## src/design/alpc_pkg.sv

```systemverilog
// package for the converter low-power control block
// Summary of operation
// - stop3 without async clock aborts conversion
// - stop3 entry and exit keep results
// - after abort, idle until new trigger
// - async clock selected: keep running in stop3
// - async clock selected: running conversion completes during stop3
// - stop3 starts by hardware trigger or continuous
// - completion sets flag, enabled interrupt wakes
// - stop1/stop2 disables, registers return to reset
// - config: lp 7, div 6:5, ls 4, mode 3:2, clk 1:0
// - mode 10 selects ten-bit conversions
// - clock 00 is bus clock, divider 00 undivided
// - long sample select 1 uses long sampling
// - control two: active 7, trigger 6, cmp 5, dir 4
// - control two bits 3:0 read zero
// - control one: flag 7, irq 6, cont 5, chan 4:0
// - continuous 0 gives one conversion per trigger, repeated while a ten-bit result is blocked
// - channel 00001 routes analog input one
// - compare value registers feed compare function
// - pin control bit disables pin digital I/O
// - ten-bit blocking between high and low reads
// - direction 1 flags >= value, 0 flags below
package alpc_pkg;
    localparam logic [11:0] ALPC_OFS_STATUS_ONE = 12'h000;
    localparam logic [11:0] ALPC_OFS_STATUS_TWO = 12'h004;
    localparam logic [11:0] ALPC_OFS_RES_HIGH   = 12'h008;
    localparam logic [11:0] ALPC_OFS_RES_LOW    = 12'h00c;
    localparam logic [11:0] ALPC_OFS_CMP_HIGH   = 12'h010;
    localparam logic [11:0] ALPC_OFS_CMP_LOW    = 12'h014;
    localparam logic [11:0] ALPC_OFS_CONFIG     = 12'h018;
    localparam logic [11:0] ALPC_OFS_PIN_CTRL   = 12'h01c;
    localparam logic [11:0] ALPC_OFS_POWER      = 12'h020;
    localparam int ALPC_LP_BIT    = 7;
    localparam int ALPC_DIV_LSB   = 5;
    localparam int ALPC_LS_BIT    = 4;
    localparam int ALPC_MODE_LSB  = 2;
    localparam int ALPC_CLK_LSB   = 0;
    localparam int ALPC_ACT_BIT   = 7;
    localparam int ALPC_TRG_BIT   = 6;
    localparam int ALPC_CFE_BIT   = 5;
    localparam int ALPC_CGT_BIT   = 4;
    localparam int ALPC_CONV_COMPLETE_FLAG_BIT  = 7;
    localparam int ALPC_IEN_BIT   = 6;
    localparam int ALPC_CO_BIT    = 5;
    localparam logic [1:0] ALPC_MODE_8  = 2'h0;
    localparam logic [1:0] ALPC_MODE_10 = 2'h2;
    localparam logic [1:0] ALPC_CLK_BUS = 2'h0;
    localparam logic [1:0] ALPC_CLK_ASYNC = 2'h3;
    localparam logic [4:0] ALPC_CH_OFF  = 5'h1f;
    localparam logic [7:0] ALPC_RST_SC1 = 8'h1f;
    localparam logic [7:0] ALPC_RST_REG = 8'h00;
    localparam logic [5:0] ALPC_SHORT_CYC = 6'h04;
    localparam logic [5:0] ALPC_LONG_CYC  = 6'h18;
    localparam logic [3:0] ALPC_SAR_10 = 4'ha;
    localparam logic [3:0] ALPC_SAR_8  = 4'h8;
    typedef enum logic [1:0] {ALPC_IDLE, ALPC_SAMPLE, ALPC_CONVERT} alpc_state_t;
endpackage

```

## src/design/alpc_ctrl.sv

```systemverilog
// converter control block with stop mode handling and apb registers
`timescale 1ns/1ps
module alpc_ctrl
    import alpc_pkg::*;
#(
    parameter int DATA_W = 10
)
(
    input  wire logic              pclk,
    input  wire logic              presetn,
    input  wire logic              psel,
    input  wire logic              penable,
    input  wire logic              pwrite,
    input  wire logic [11:0]       paddr,
    input  wire logic [31:0]       pwdata,
    output logic      [31:0]       prdata,
    output logic                   pready,
    output logic                   pslverr,
    input  wire logic              stop3_mode,
    input  wire logic              stop12_mode,
    input  wire logic              hw_trigger,
    input  wire logic [DATA_W-1:0] sample_data,
    input  wire logic              async_conv_clock_tick,
    output logic                   conv_irq,
    output logic                   conv_clock_run,
    output logic [4:0]             channel_select,
    output logic                   long_sample_select,
    output logic                   low_power_select,
    output logic [7:0]             pin_digital_disable
);
    logic [7:0]            conversion_config;
    logic [7:0]            control_status_two;
    logic [7:0]            control_status_one;
    logic [7:0]            compare_value_high;
    logic [7:0]            compare_value_low;
    logic [7:0]            analog_pin_ctrl_one;
    logic [DATA_W-1:0]     result;
    logic                  high_read;
    alpc_state_t           state;
    logic [5:0]            count;
    logic [1:0]            div_cnt;
    logic                  conv_tick;
    logic                  wr;
    logic                  rd;
    logic                  async_sel;
    logic                  abort;
    logic                  done;
    logic                  start;
    logic                  ten_bit;
    logic                  blocked;
    logic                  cmp_hit;
    logic [DATA_W-1:0]     cmp_value;
    logic [DATA_W-1:0]     diff;
    logic                  hw_trg_q;

    function automatic logic hit(input logic [11:0] a, input logic [11:0] o);
        hit = (a == o);
    endfunction

    assign wr       = psel && penable && pwrite;
    assign rd       = psel && penable && !pwrite;
    assign pready   = 1'b1;
    assign pslverr  = 1'b0;
    assign async_sel = conversion_config[ALPC_CLK_LSB +: 2] == ALPC_CLK_ASYNC;
    assign ten_bit  = conversion_config[ALPC_MODE_LSB +: 2] == ALPC_MODE_10;
    assign abort    = (stop3_mode && !async_sel)
                    || (wr && !hit(paddr, ALPC_OFS_RES_HIGH) && !hit(paddr, ALPC_OFS_RES_LOW)
                        && !hit(paddr, ALPC_OFS_PIN_CTRL) && !hit(paddr, ALPC_OFS_POWER));
    // async clock keeps ticking in stop3, bus-derived clock stops
    assign conv_tick = async_sel ? async_conv_clock_tick
                                 : (div_cnt == 2'h0);
    assign conv_clock_run     = state != ALPC_IDLE;
    assign channel_select     = control_status_one[4:0];
    assign long_sample_select = conversion_config[ALPC_LS_BIT];
    assign low_power_select   = conversion_config[ALPC_LP_BIT];
    assign pin_digital_disable = analog_pin_ctrl_one;
    assign conv_irq = control_status_one[ALPC_CONV_COMPLETE_FLAG_BIT]
                   && control_status_one[ALPC_IEN_BIT];
    assign cmp_value = DATA_W'({compare_value_high, compare_value_low});
    assign diff      = sample_data - cmp_value;
    assign cmp_hit   = control_status_two[ALPC_CGT_BIT] ? (sample_data >= cmp_value)
                                                        : (sample_data < cmp_value);
    assign blocked   = ten_bit && high_read;
    assign done      = state == ALPC_CONVERT && conv_tick && count == 6'h0;
    // sc1 write starts unless channel all ones, else hardware trigger rising edge with trigger bit set
    assign start = (wr && hit(paddr, ALPC_OFS_STATUS_ONE) && pwdata[4:0] != ALPC_CH_OFF)
                || (control_status_two[ALPC_TRG_BIT] && hw_trigger && !hw_trg_q
                    && channel_select != ALPC_CH_OFF);

    // divider counter from bus clock
    always_ff @(posedge pclk or negedge presetn)
    begin
        if (!presetn)
            div_cnt <= 2'h0;
        else if (div_cnt >= conversion_config[ALPC_DIV_LSB +: 2])
            div_cnt <= 2'h0;
        else
            div_cnt <= div_cnt + 2'h1;
    end

    always_ff @(posedge pclk or negedge presetn)
    begin
        if (!presetn)
            hw_trg_q <= 1'b0;
        else
            hw_trg_q <= hw_trigger;
    end

    // conversion sequencer
    always_ff @(posedge pclk or negedge presetn)
    begin
        if (!presetn)
        begin
            state <= ALPC_IDLE;
            count <= 6'h0;
        end
        else if (stop12_mode || (stop3_mode && !async_sel) || (abort && !start))
        begin
            state <= ALPC_IDLE;
            count <= 6'h0;
        end
        // control write that also starts: abort, then restart sampling
        else if (abort)
        begin
            state <= ALPC_SAMPLE;
            count <= long_sample_select ? ALPC_LONG_CYC : ALPC_SHORT_CYC;
        end
        else
        begin
            unique case (state)
                ALPC_IDLE:
                begin
                    if (start)
                    begin
                        state <= ALPC_SAMPLE;
                        count <= long_sample_select ? ALPC_LONG_CYC : ALPC_SHORT_CYC;
                    end
                end
                ALPC_SAMPLE:
                begin
                    if (conv_tick)
                    begin
                        if (count == 6'h0)
                        begin
                            state <= ALPC_CONVERT;
                            count <= {2'h0, ten_bit ? ALPC_SAR_10 : ALPC_SAR_8};
                        end
                        else
                            count <= count - 6'h1;
                    end
                end
                ALPC_CONVERT:
                begin
                    if (conv_tick)
                    begin
                        if (count != 6'h0)
                            count <= count - 6'h1;
                        else if (control_status_two[ALPC_CFE_BIT] && !cmp_hit && !blocked
                                 && !control_status_one[ALPC_CO_BIT])
                            state <= ALPC_IDLE;
                        else if (control_status_one[ALPC_CO_BIT] || blocked)
                        begin
                            state <= ALPC_SAMPLE;
                            count <= long_sample_select ? ALPC_LONG_CYC : ALPC_SHORT_CYC;
                        end
                        else
                            state <= ALPC_IDLE;
                    end
                end
                default:
                    state <= ALPC_IDLE;
            endcase
        end
    end

    // result register kept through stop3, cleared only by reset and stop1/stop2
    always_ff @(posedge pclk or negedge presetn)
    begin
        if (!presetn)
            result <= '0;
        else if (stop12_mode)
            result <= '0;
        else if (done && !blocked && (!control_status_two[ALPC_CFE_BIT] || cmp_hit))
            result <= control_status_two[ALPC_CFE_BIT] ? diff : sample_data;
    end

    always_ff @(posedge pclk or negedge presetn)
    begin
        if (!presetn)
            high_read <= 1'b0;
        else if (stop12_mode || (rd && hit(paddr, ALPC_OFS_RES_LOW)))
            high_read <= 1'b0;
        else if (rd && hit(paddr, ALPC_OFS_RES_HIGH))
            high_read <= 1'b1;
    end

    // register writes, stop1/stop2 returns all to reset
    always_ff @(posedge pclk or negedge presetn)
    begin
        if (!presetn)
        begin
            conversion_config   <= ALPC_RST_REG;
            compare_value_high  <= ALPC_RST_REG;
            compare_value_low   <= ALPC_RST_REG;
            analog_pin_ctrl_one <= ALPC_RST_REG;
        end
        else if (stop12_mode)
        begin
            conversion_config   <= ALPC_RST_REG;
            compare_value_high  <= ALPC_RST_REG;
            compare_value_low   <= ALPC_RST_REG;
            analog_pin_ctrl_one <= ALPC_RST_REG;
        end
        else if (wr)
        begin
            if (hit(paddr, ALPC_OFS_CONFIG))
                conversion_config <= pwdata[7:0];
            if (hit(paddr, ALPC_OFS_CMP_HIGH))
                compare_value_high <= pwdata[7:0];
            if (hit(paddr, ALPC_OFS_CMP_LOW))
                compare_value_low <= pwdata[7:0];
            if (hit(paddr, ALPC_OFS_PIN_CTRL))
                analog_pin_ctrl_one <= pwdata[7:0];
        end
    end

    always_ff @(posedge pclk or negedge presetn)
    begin
        if (!presetn)
            control_status_two <= ALPC_RST_REG;
        else if (stop12_mode)
            control_status_two <= ALPC_RST_REG;
        else
        begin
            if (wr && hit(paddr, ALPC_OFS_STATUS_TWO))
                control_status_two[6:4] <= pwdata[6:4];
            control_status_two[ALPC_ACT_BIT] <= conv_clock_run;
            control_status_two[3:0] <= 4'h0;
        end
    end

    // completion flag: set wins over write clear
    always_ff @(posedge pclk or negedge presetn)
    begin
        if (!presetn)
            control_status_one <= ALPC_RST_SC1;
        else if (stop12_mode)
            control_status_one <= ALPC_RST_SC1;
        else
        begin
            if (wr && hit(paddr, ALPC_OFS_STATUS_ONE))
                control_status_one[6:0] <= pwdata[6:0];
            if (done && !blocked && (!control_status_two[ALPC_CFE_BIT] || cmp_hit))
                control_status_one[ALPC_CONV_COMPLETE_FLAG_BIT] <= 1'b1;
            else if ((wr && hit(paddr, ALPC_OFS_STATUS_ONE))
                     || (rd && hit(paddr, ALPC_OFS_RES_LOW)))
                control_status_one[ALPC_CONV_COMPLETE_FLAG_BIT] <= 1'b0;
        end
    end

    // read mux, registered
    always_ff @(posedge pclk or negedge presetn)
    begin
        if (!presetn)
            prdata <= 32'h0000_0000;
        else if (psel && !penable && !pwrite)
        begin
            unique case (1'b1)
                hit(paddr, ALPC_OFS_STATUS_ONE): prdata <= {24'h0, control_status_one};
                hit(paddr, ALPC_OFS_STATUS_TWO): prdata <= {24'h0, control_status_two};
                hit(paddr, ALPC_OFS_RES_HIGH):
                    prdata <= {24'h0, 8'(result >> 8)};
                hit(paddr, ALPC_OFS_RES_LOW):    prdata <= {24'h0, result[7:0]};
                hit(paddr, ALPC_OFS_CMP_HIGH):   prdata <= {24'h0, compare_value_high};
                hit(paddr, ALPC_OFS_CMP_LOW):    prdata <= {24'h0, compare_value_low};
                hit(paddr, ALPC_OFS_CONFIG):     prdata <= {24'h0, conversion_config};
                hit(paddr, ALPC_OFS_PIN_CTRL):   prdata <= {24'h0, analog_pin_ctrl_one};
                hit(paddr, ALPC_OFS_POWER):
                    prdata <= {30'h0, stop12_mode, stop3_mode};
                default:                         prdata <= 32'h0000_0000;
            endcase
        end
    end

    abort_idle_a: assert property (@(posedge pclk) disable iff (!presetn)
        (stop3_mode && !async_sel) |=> state == ALPC_IDLE)
        else $error("stop3 without async clock did not abort");

    result_hold_a: assert property (@(posedge pclk) disable iff (!presetn)
        $rose(stop3_mode) && !done |=> $stable(result))
        else $error("result changed on stop3 entry");

    stop3_keep_a: assert property (@(posedge pclk) disable iff (!presetn)
        stop3_mode && !stop12_mode && !done |=> $stable(result))
        else $error("result changed during stop3");

    idle_stay_a: assert property (@(posedge pclk) disable iff (!presetn)
        state == ALPC_IDLE && !start |=> state == ALPC_IDLE)
        else $error("left idle without trigger");

    async_run_a: assert property (@(posedge pclk) disable iff (!presetn)
        stop3_mode && async_sel && !stop12_mode && !wr && state == ALPC_SAMPLE
        |=> state != ALPC_IDLE)
        else $error("async conversion aborted in stop3");

    hw_start_a: assert property (@(posedge pclk) disable iff (!presetn)
        state == ALPC_IDLE && control_status_two[ALPC_TRG_BIT] && hw_trigger && !hw_trg_q
        && channel_select != ALPC_CH_OFF && !stop12_mode && !(stop3_mode && !async_sel)
        |=> state == ALPC_SAMPLE)
        else $error("hardware trigger did not start");

    flag_set_a: assert property (@(posedge pclk) disable iff (!presetn)
        done && !blocked && !stop12_mode && !control_status_two[ALPC_CFE_BIT]
        |=> control_status_one[ALPC_CONV_COMPLETE_FLAG_BIT])
        else $error("completion flag not set");

    stop12_reset_a: assert property (@(posedge pclk) disable iff (!presetn)
        stop12_mode |=> conversion_config == ALPC_RST_REG && state == ALPC_IDLE)
        else $error("stop1/stop2 did not reset");

    stop12_sc1_a: assert property (@(posedge pclk) disable iff (!presetn)
        stop12_mode |=> control_status_one == ALPC_RST_SC1 && result == '0)
        else $error("stop1/stop2 left control one or result");

    cfg_write_a: assert property (@(posedge pclk) disable iff (!presetn)
        wr && hit(paddr, ALPC_OFS_CONFIG) && !stop12_mode
        |=> conversion_config == $past(pwdata[7:0]))
        else $error("config write lost");

    ten_bit_load_a: assert property (@(posedge pclk) disable iff (!presetn)
        state == ALPC_SAMPLE && conv_tick && count == 6'h0 && ten_bit && !stop12_mode && !abort
        |=> state == ALPC_CONVERT && count == {2'h0, ALPC_SAR_10})
        else $error("ten-bit step count wrong");

    long_load_a: assert property (@(posedge pclk) disable iff (!presetn)
        start && (abort || state == ALPC_IDLE) && !stop12_mode && !(stop3_mode && !async_sel)
        && long_sample_select |=> state == ALPC_SAMPLE && count == ALPC_LONG_CYC)
        else $error("long sample count wrong");

    short_load_a: assert property (@(posedge pclk) disable iff (!presetn)
        start && (abort || state == ALPC_IDLE) && !stop12_mode && !(stop3_mode && !async_sel)
        && !long_sample_select |=> state == ALPC_SAMPLE && count == ALPC_SHORT_CYC)
        else $error("short sample count wrong");

    act_flag_a: assert property (@(posedge pclk) disable iff (!presetn)
        !stop12_mode |=> control_status_two[ALPC_ACT_BIT] == $past(conv_clock_run))
        else $error("active flag wrong");

    reserved_zero_a: assert property (@(posedge pclk) disable iff (!presetn)
        control_status_two[3:0] == 4'h0)
        else $error("reserved bits nonzero");

    single_end_a: assert property (@(posedge pclk) disable iff (!presetn)
        done && !blocked && !control_status_one[ALPC_CO_BIT] && !stop12_mode && !abort
        |=> state == ALPC_IDLE)
        else $error("single conversion did not stop");

    cont_next_a: assert property (@(posedge pclk) disable iff (!presetn)
        done && control_status_one[ALPC_CO_BIT] && !stop12_mode && !abort
        |=> state == ALPC_SAMPLE)
        else $error("continuous conversion did not restart");

    pin_write_a: assert property (@(posedge pclk) disable iff (!presetn)
        wr && hit(paddr, ALPC_OFS_PIN_CTRL) && !stop12_mode
        |=> pin_digital_disable == $past(pwdata[7:0]))
        else $error("pin control write lost");

    block_keep_a: assert property (@(posedge pclk) disable iff (!presetn)
        done && blocked && !stop12_mode |=> $stable(result))
        else $error("blocked result overwritten");

    high_read_a: assert property (@(posedge pclk) disable iff (!presetn)
        rd && hit(paddr, ALPC_OFS_RES_HIGH) && !stop12_mode |=> high_read)
        else $error("high read not noted");

    low_read_a: assert property (@(posedge pclk) disable iff (!presetn)
        rd && hit(paddr, ALPC_OFS_RES_LOW) |=> !high_read)
        else $error("low read did not clear blocking");

    cmp_miss_a: assert property (@(posedge pclk) disable iff (!presetn)
        done && control_status_two[ALPC_CFE_BIT] && !cmp_hit |=> $stable(result))
        else $error("failed compare stored result");
endmodule // alpc_ctrl

```

## config.mk

```make
export PLATFORM = sky130hd
export DESIGN_NAME = alpc_ctrl
export DESIGN_NICKNAME = d
export VERILOG_FILES = /design/src/design/alpc_pkg.sv /design/src/design/alpc_ctrl.sv
export SDC_FILE = /design/constraint.sdc
export NUM_CORES = 1
export LEC_CHECK = 0
export ABC_CLOCK_PERIOD_IN_PS = 3100
export BUFFER_PORTS_ARGS = -buffer_cell sky130_fd_sc_hd__buf_2
export CORE_ASPECT_RATIO = 0.5
export CORE_MARGIN = 2
export CORE_UTILIZATION = 40
export DETAILED_ROUTE_END_ITERATION = 6
export PLACE_DENSITY = 0.66
export SLEW_MARGIN = 20
export SYNTH_ARGS = -nofsm -noshare
export SYNTH_HDL_FRONTEND = slang
export SYNTH_SLANG_ARGS = --single-unit
```

## constraint.sdc

```tcl
create_clock -name pclk -period 3.1 [get_ports pclk]
set_clock_uncertainty 0.1 [all_clocks]
set_input_delay 0.93 -clock pclk [delete_from_list [all_inputs] [get_ports pclk]]
set_output_delay 0.93 -clock pclk [all_outputs]
set_load 0.005 [all_outputs]
```

# Word-level counts from Yosys, hierarchy flattened
# Cells that the tools add are included.
dict set report totals {
  n_memories 0
  ff_bits 102
  mem_bits_rw 0
  input_bits 63
  rom_bits 0
  latchBits 0
  output_inout_bits 51
  word_cells 163
}
dict set report classes {
  shifts 0
  mul 0
  add_sub_neg 3
  div_mod_pow 0
  eq_ne 21
  muxes 49
  order_cmp 3
  n_bitwise 0
  reduce_logical 72
}
# cell n
set op_table {}
lappend op_table {{$mux 8} 14}
lappend op_table {{$pmux 8 s9} 1}
lappend op_table {{$mux 6} 9}
lappend op_table {{$eq 12x5->1 const B} 4}
lappend op_table {{$mux 10} 3}
lappend op_table {{$logic_and 1x1->1} 28}
lappend op_table {{$eq 12x4->1 const B} 2}
lappend op_table {{$reduce_bool 2->1} 10}
lappend op_table {{$mux 2} 9}
lappend op_table {{$pmux 6 s3} 1}
lappend op_table {{$ne 4x4->1 const B} 4}
lappend op_table {{$ne 5x5->1 const B} 3}
lappend op_table {{$logic_not 1->1} 13}
lappend op_table {{$eq 12x3->1 const B} 1}
lappend op_table {{$eq 12x6->1 const B} 1}
lappend op_table {{$logic_not 12->1} 1}
lappend op_table {{$ge 10x10->1} 1}
lappend op_table {{$lt 10x10->1} 1}
lappend op_table {{$sub 10x10->10} 1}
lappend op_table {{$logic_or 1x1->1} 8}
lappend op_table {{$mux 1} 8}
lappend op_table {{$reduce_and 2->1} 4}
lappend op_table {{$mux 7} 1}
lappend op_table {{$eq 2x2->1 const B} 3}
lappend op_table {{other kinds (16)} 17}

# Longest topological paths before layout
# Gate-level depths: netlist of the first run.
dict set report logic_depth {
  ltp_word 12
  ltp_mapped 9
}

# Worst setup path after synthesis of the first run
# No wires, ideal clock.
dict set report synth_timing {
  path_kind {input-to-reg}
  start {input port paddr[3]}
  end {register count[5]}
  setup_ns 0.078
  path_stages 8
  t_arrival_ns 3.177
  path_slack_ns -0.254
  n_path_buf 2
  path_cell_list {buf_6 -> or4_4 -> or4b_4 -> buf_6 -> o211ai_4 -> o21ai_2 -> or4_1 -> a21oi_1}
}
dict set report synth_via {
  elab_chain_len 11
  word_cells_on_any_way 29
  cone_classes {eq/ne (9); mux (2); reduce/logical (18)}
}
# element line
set synth_rtl {}
lappend synth_rtl {{start, declared} alpc_ctrl.sv:14} ;# input wire logic [11:0] paddr,
lappend synth_rtl {{$eq 12x4->1} alpc_ctrl.sv:57} ;# hit = (a == o);
lappend synth_rtl {{$logic_not 1->1} alpc_ctrl.sv:67} ;# || (wr && !hit(paddr, ALPC_OFS_RES_HIGH) && !hit(paddr, ALPC_OFS_RES_LOW)
lappend synth_rtl {{$logic_and 1x1->1 (2 in a row)} alpc_ctrl.sv:67}
lappend synth_rtl {{$logic_and 1x1->1 (2 in a row)} alpc_ctrl.sv:68} ;# && !hit(paddr, ALPC_OFS_PIN_CTRL) && !hit(paddr, ALPC_OFS_POWER));
lappend synth_rtl {{$logic_or 1x1->1} alpc_ctrl.sv:67}
lappend synth_rtl {{$logic_and 1x1->1} alpc_ctrl.sv:117} ;# else if (stop12_mode || (stop3_mode && !async_sel) || (abort && !start))
lappend synth_rtl {{$logic_or 1x1->1} alpc_ctrl.sv:117}
lappend synth_rtl {{$ne 5x2->1 (no line), or another cell as far along} n/a}
lappend synth_rtl {{$reduce_and 6->1 (no line)} n/a}
lappend synth_rtl {{end signal, assigned} alpc_ctrl.sv:126} ;# count <= long_sample_select ? ALPC_LONG_CYC : ALPC_SHORT_CYC;
lappend synth_rtl {{end signal, assigned} alpc_ctrl.sv:136} ;# count <= long_sample_select ? ALPC_LONG_CYC : ALPC_SHORT_CYC;
lappend synth_rtl {{end signal, assigned} alpc_ctrl.sv:146} ;# count <= {2'h0, ten_bit ? ALPC_SAR_10 : ALPC_SAR_8};
lappend synth_rtl {{end, declared} alpc_ctrl.sv:40} ;# logic [5:0] count;
# Parallel ways exist; a longest one is shown, timed or not.
# A chain may end at the register's enable or synchronous reset.

# Worst setup path in the final report of the first run
dict set report layout_timing {
  start {input port paddr[0]}
  end {register count[5]}
}
# The elaborated chain is that of the path after synthesis.

==> impl_metrics.tcl, run 1 <==
set metrics [dict create \
    cts_buffers 9 \
    antenna_found_initial 0 \
    criticalPathCategory "primary input to register" \
    setup_viol 0 \
    drive_above_1_share_pct 19.8 \
    setup_ws_ns 0.274 \
    htree_levels 3 \
    ys_ff_latch 74 \
    rsz0062_at_grt "false" \
    postCtsSetupBuffers 0 \
    hold_class "register to register" \
    layout_commonest_cell "dfrtp_1" \
    end_kind "register" \
    yosys_warnings 0 \
    num_antenna_cells 0 \
    io_buffers 63 \
    cts.repair.resized 0 \
    async_reset_ff_share_pct 100 \
    layout_common_cells "69 x dfrtp_1, 62 x buf_2, 54 x nor2_1, 51 x a21oi_1, 51 x nand2_1" \
    nets 724 \
    drtIter0Drc 383 \
    violations "DRC" \
    dr_total_vias 4489 \
    outcome "finished, violations left" \
    finalMaxSlewViolations 0 \
    hold_buffers 0 \
    synth-seq-area-share_pct 37.1 \
    leakage_nw 2.51 \
    tightest_slew_ns 0.948 \
    tritoncts "built" \
    placed_cell_area_um2 5500 \
    synth_top_flop_cell "dfrtp_1" \
    first_pass_iters 7 \
    die_y_um 83.2 \
    cts.path.max_buffers 2 \
    tns_ns 0 \
    wirelength_mm 13.6 \
    synthesis.area_um2 5010 \
    ioPinCount 114 \
    cp_max_fo 6 \
    period_minus_slack_ns 2.83 \
    insertion_delay_ns 0.34 \
    area_growth_pct 15.6 \
    grt_max_degree 75 \
    grt_overflow 0 \
    dieArea_um2 13500 \
    routedWlPerCell_um 16.9 \
    grt_pass1_vias 4242 \
    fp.dieW_um 162 \
    fin_crit_sh_pct 91.2 \
    avgViaCountPerCell 5.56 \
    initial_core_util_pct 41.7 \
    post-route-util_pct 48.2 \
    place_ws_ns -0.0573 \
    cp.required_ns 3.26 \
    cts_sinks 74 \
    grt_pass1_wl_mm 22.2 \
    synth_edf_count 0 \
    critical_path_arrival_ns 2.99 \
    detail-route-antenna-nets 0 \
    maxCapViolations 0 \
    row_count 28 \
    coreArea_um2 12000 \
    syn_area_per_cell_um2 8.78 \
    power_density_nw_per_um2 390 \
    synth_cell_types 65 \
    ir_worst_vdd_mv 0.236 \
    syn_inst 571 \
    root_buffer "clkbuf_16" \
    max_freq_mhz 354 \
    slew_headroom_pct 36.8 \
    place_congestion 0.921 \
    final_hold_viol_count 0 \
    grt_usage_pct 20.8 \
    crit_path_start_kind "primary input" \
    clk_pin_slew_ns 0.06 \
    drc 3 \
    dpl.hpwl_mm 10.1 \
    final_area_um2 5790 \
]
## layer usage
metal | GRT usage, % | wire, um
met1 | 29.4 | 6180
met2 | 32.1 | 6220
met3 | 3.75 | 920
met4 | 6.68 | 318
met5 | 0 | 0
## layout make-up
class,instances,area (um2)
clock buffers,10,239
clock inverters,4,53.8
fillers,1142,6220
inverters,24,90.1
multi-input cells,439,2810
flip-flops and latches,74,1860
well taps,165,206
repair buffers,92,536
## Yosys cell counts (all sizes together), types with 2 or more instances
library cell | count | area [um2]
nand2 | 51 | 191
xnor2 | 5 | 43.8
clkbuf | 24 | 90.1
nor2 | 54 | 203
a311oi | 4 | 35.0
nor4 | 7 | 65.1
and3b | 2 | 17.5
o31a | 3 | 26.3
o211ai | 3 | 36.3
mux2 | 7 | 78.8
and3 | 2 | 12.5
dfrtp | 69 | 1730
o21ai | 23 | 119
dfstp | 5 | 131
nor3b | 2 | 15.0
or3 | 6 | 37.5
conb | 2 | 7.51
nand2b | 6 | 37.5
and4 | 3 | 26.3
a211oi | 7 | 52.6
nand3b | 7 | 52.6
or4 | 3 | 26.3
nand4 | 2 | 12.5
ha | 20 | 250
a31oi | 8 | 50.1
a211o | 3 | 26.3
nor3 | 14 | 81.3
a222oi | 4 | 40.0
and2 | 5 | 31.3
a21oi | 51 | 255
o2bb2ai | 2 | 17.5
mux2i | 39 | 390
inv | 24 | 90.1
nor2b | 7 | 43.8
nand3 | 27 | 135
o21a | 4 | 30.0
a22oi | 5 | 37.5
o22ai | 7 | 43.8
buf | 34 | 259
a21o | 4 | 30.0
## worst paths after layout
kind	startpoint	end	slack, ns	cells past startpoint
worst max-delay path	paddr[0]	count[5]	0.27	7
worst min-delay path	prdata[0]	prdata[0]	0.37	1
worst max register to register	compare_value_low[5]	result[6]	0.60	8
worst min register to register	prdata[0]	prdata[0]	0.37	1
max in group asynchronous	presetn	state[1]	1.64	1
min in group asynchronous	presetn	compare_value_high[0]	0.60	1
## flip-flops by register name, indices dropped and copies added (netlist names)
signal / cells
result: 10
compare_value_high: 8
compare_value_low: 8
control_status_one: 8
conversion_config: 8
pin_digital_disable: 8
prdata: 8
count: 6
control_status_two: 4
div_cnt: 2
state: 2
high_read: 1
hw_trg_q: 1
## kinds of logic after synthesis
family                     share of synthesized area (%)
and+or+nand+nor                                     20.5
muxes                                               9.36
DFF                                                 37.1
adders and majority gates                           5.39
other                                              0.150
xor gates and xnor gates                            1.05
AOI/OAI and AO/OA                                   17.7
buffers and inverters                               8.76
## power breakdown
group          internal (mW)  switching [mW]
Clock                  0.637           0.406
Sequential             0.970         0.00316
Combinational         0.0858           0.157
Total                   1.69           0.566
## worst max-delay path, cell delays in order
cell and delay [ns]:
buf_2 0.11, or4_4 0.53, or4b_4 0.54, o211ai_4 0.20
o21ai_2 0.12, or4_1 0.41, a21oi_1 0.15
## stage by stage
step / power (mW) / instances / hold slack (ns)
detailed placement: 1.23 / 794 / 0.363
global route: 2.35 / 808 / 0.407
finish: 2.26 / 808 / 0.371
floorplan: 1.15 / 595 / 0.373
CTS: 2.27 / 808 / 0.377
global placement: 1.23 / 794 / 0.358
No activity file was read; power rests on OpenSTA's default activity.
==> run 2, diff against run 1 <==
--- a/config.mk
+++ b/config.mk
@@ -9,9 +9,9 @@
 export BUFFER_PORTS_ARGS = -buffer_cell sky130_fd_sc_hd__buf_2
 export CORE_ASPECT_RATIO = 0.5
 export CORE_MARGIN = 2
-export CORE_UTILIZATION = 40
+export CORE_UTILIZATION = 29
 export DETAILED_ROUTE_END_ITERATION = 6
-export PLACE_DENSITY = 0.66
+export PLACE_DENSITY = 0.52
 export SLEW_MARGIN = 20
 export SYNTH_ARGS = -nofsm -noshare
 export SYNTH_HDL_FRONTEND = slang
==> run 2 against run 1 <==
  * The flow now finishes without violations
  * Flip-flop and latch count unchanged
  * Fmax rose by 0.17%
  * Clock power is 4% higher
  * Global-route usage is 4.3 points lower
  * First-iteration DRC count decreased by 28%
  * Routed wire length up 7.7%
  * Core utilization decreased by 12 points
  * Critical endpoint unchanged
  * Largest cell class unchanged
==> impl_metrics.tcl, run 2 (synthesis gave the netlist of run 1 again) <==
set metrics [dict create \
    finalMaxSlewViolations 0 \
    cts.path.max_buffers 2 \
    slew_headroom_pct 36.4 \
    cp_slowest_cell "or4_4" \
    met1_usage_pct 23.4 \
    row_count 33 \
    met2_usage_pct 25.9 \
    insertion_delay_ns 0.34 \
    grt_pass1_vias 4246 \
    nets 731 \
    num_antenna_cells 0 \
    dr_total_vias 4397 \
    grt_busiest_layer "met2" \
    cts_buffers 9 \
    path_delay_family "simple AND/OR/NAND/NOR gates" \
    cp_cell_sequence "buf_2, or4_4, or4b_4, o211ai_4, o21ai_2, or4_1, a21oi_1" \
    avgViaCountPerCell 5.00 \
    postCtsSetupBuffers 0 \
    dieArea_um2 18400 \
    power_density_nw_per_um2 387 \
    cpPeakStageDelay_ns 0.53 \
    final_area_um2 5950 \
    grt_overflow 0 \
    antenna_found_initial 0 \
    placed_cell_area_um2 5640 \
    layout_common_cells "69 x dfrtp_1, 62 x buf_2, 54 x nor2_1, 51 x a21oi_1, 51 x nand2_1" \
    place_ws_ns -0.0509 \
    cts.repair.resized 0 \
    setup_viol 0 \
    drive_above_1_share_pct 20.7 \
    layout_commonest_cell "dfrtp_1" \
    tritoncts "built" \
    max_freq_mhz 354 \
    first_pass_iters 5 \
    die_y_um 97.0 \
    critical_path_cell_count 7 \
    whs_ns 0.375 \
    dpl.hpwl_mm 11.0 \
    leakage_nw 2.55 \
    path_buf_inv 1 \
    final_hold_viol_count 0 \
    reg2reg_depth 8 \
    largest_reg_flops 10 \
    crit_path_start_kind "primary input" \
    period_minus_slack_ns 2.82 \
    end_kind "register" \
    fillers 1741 \
    ir_worst_vdd_mv 0.257 \
    cp_max_fo 6 \
    largest_register "result" \
    hold_class "register to register" \
    tns_ns 0 \
    io_buffers 63 \
    clk_pin_slew_ns 0.06 \
    drc 0 \
    wirelength_mm 14.7 \
    coreArea_um2 16600 \
    place_congestion 0.886 \
    drtIter0Drc 276 \
    root_buffer "clkbuf_16" \
    met3_usage_pct 2.76 \
    cts_sinks 74 \
    maxCapViolations 0 \
    tightest_slew_ns 0.954 \
    area_growth_pct 18.7 \
    grt_pass1_wl_mm 23.7 \
    htree_levels 3 \
    criticalPathCategory "primary input to register" \
    fp.dieW_um 190 \
    hold_path_depth 1 \
    critical_path_arrival_ns 2.98 \
    hold_buffers 0 \
    setup_ws_ns 0.279 \
    rsz0062_at_grt "false" \
    fin_crit_sh_pct 91.0 \
    grt_usage_pct 16.4 \
    routedWlPerCell_um 16.7 \
    grt_max_degree 74 \
    detail-route-antenna-nets 0 \
    initial_core_util_pct 30.1 \
    cp.required_ns 3.26 \
    ioPinCount 114 \
    outcome "finished clean" \
]
[run 2: cell count changes in the layout (fill, tap and decap cells not counted)]
cell | before | now
buf_12 | 0 | 1
buf_4 | 30 | 36
clkbuf_1 | 0 | 1
inv_6 | 0 | 1
[run 2: per-stage QoR]
stage | power, mW | util [%] | instances
2_1_floorplan | 1.15 | - | 595
3_5_place_dp | 1.24 | 33.9 | 863
3_3_place_gp | 1.24 | 33.9 | 863
4_1_cts | 2.32 | 35.8 | 879
5_1_grt | 2.38 | 35.8 | 879
6_report | 2.30 | 35.8 | 879
[run 2: cell type report]
cell class                 instances  area (um2)  area share, %
multi-input combinational        439        2810           47.3
sequential                        74        1860           31.2
timing repair buffer              99         601           10.1
tap                              227         284           4.77
clock buffer                      11         243           4.08
inverter                          24        90.1           1.51
clock inverter                     5        62.6           1.05
[run 2: layer usage]
layer / vias up / part of all wire, %
met3: 13 / 4.2
met1: 2118 / 49
met2: 115 / 45
met4: 0 / 1.4
li1: 2151 / -
met5: - / 0
[run 2: report_power, final]
| group | total, mW | switching, mW | internal [mW] |
|---|---|---|---|
| Clock | 1.08 | 0.427 | 0.650 |
| Sequential | 0.972 | 0.00285 | 0.969 |
| Combinational | 0.252 | 0.161 | 0.0912 |
| Total | 2.30 | 0.590 | 1.71 |
[run 2: final timing paths]
kind                                            from                     to  slack (ns)
max in group asynchronous                    presetn  control_status_one[4]        1.54
worst max-delay path                        paddr[0]               count[5]        0.28
worst min register to register             prdata[2]              prdata[2]        0.38
worst max register to register  compare_value_low[7]              result[7]        0.62
worst min-delay path                       prdata[2]              prdata[2]        0.38
min in group asynchronous                    presetn              result[8]        0.60
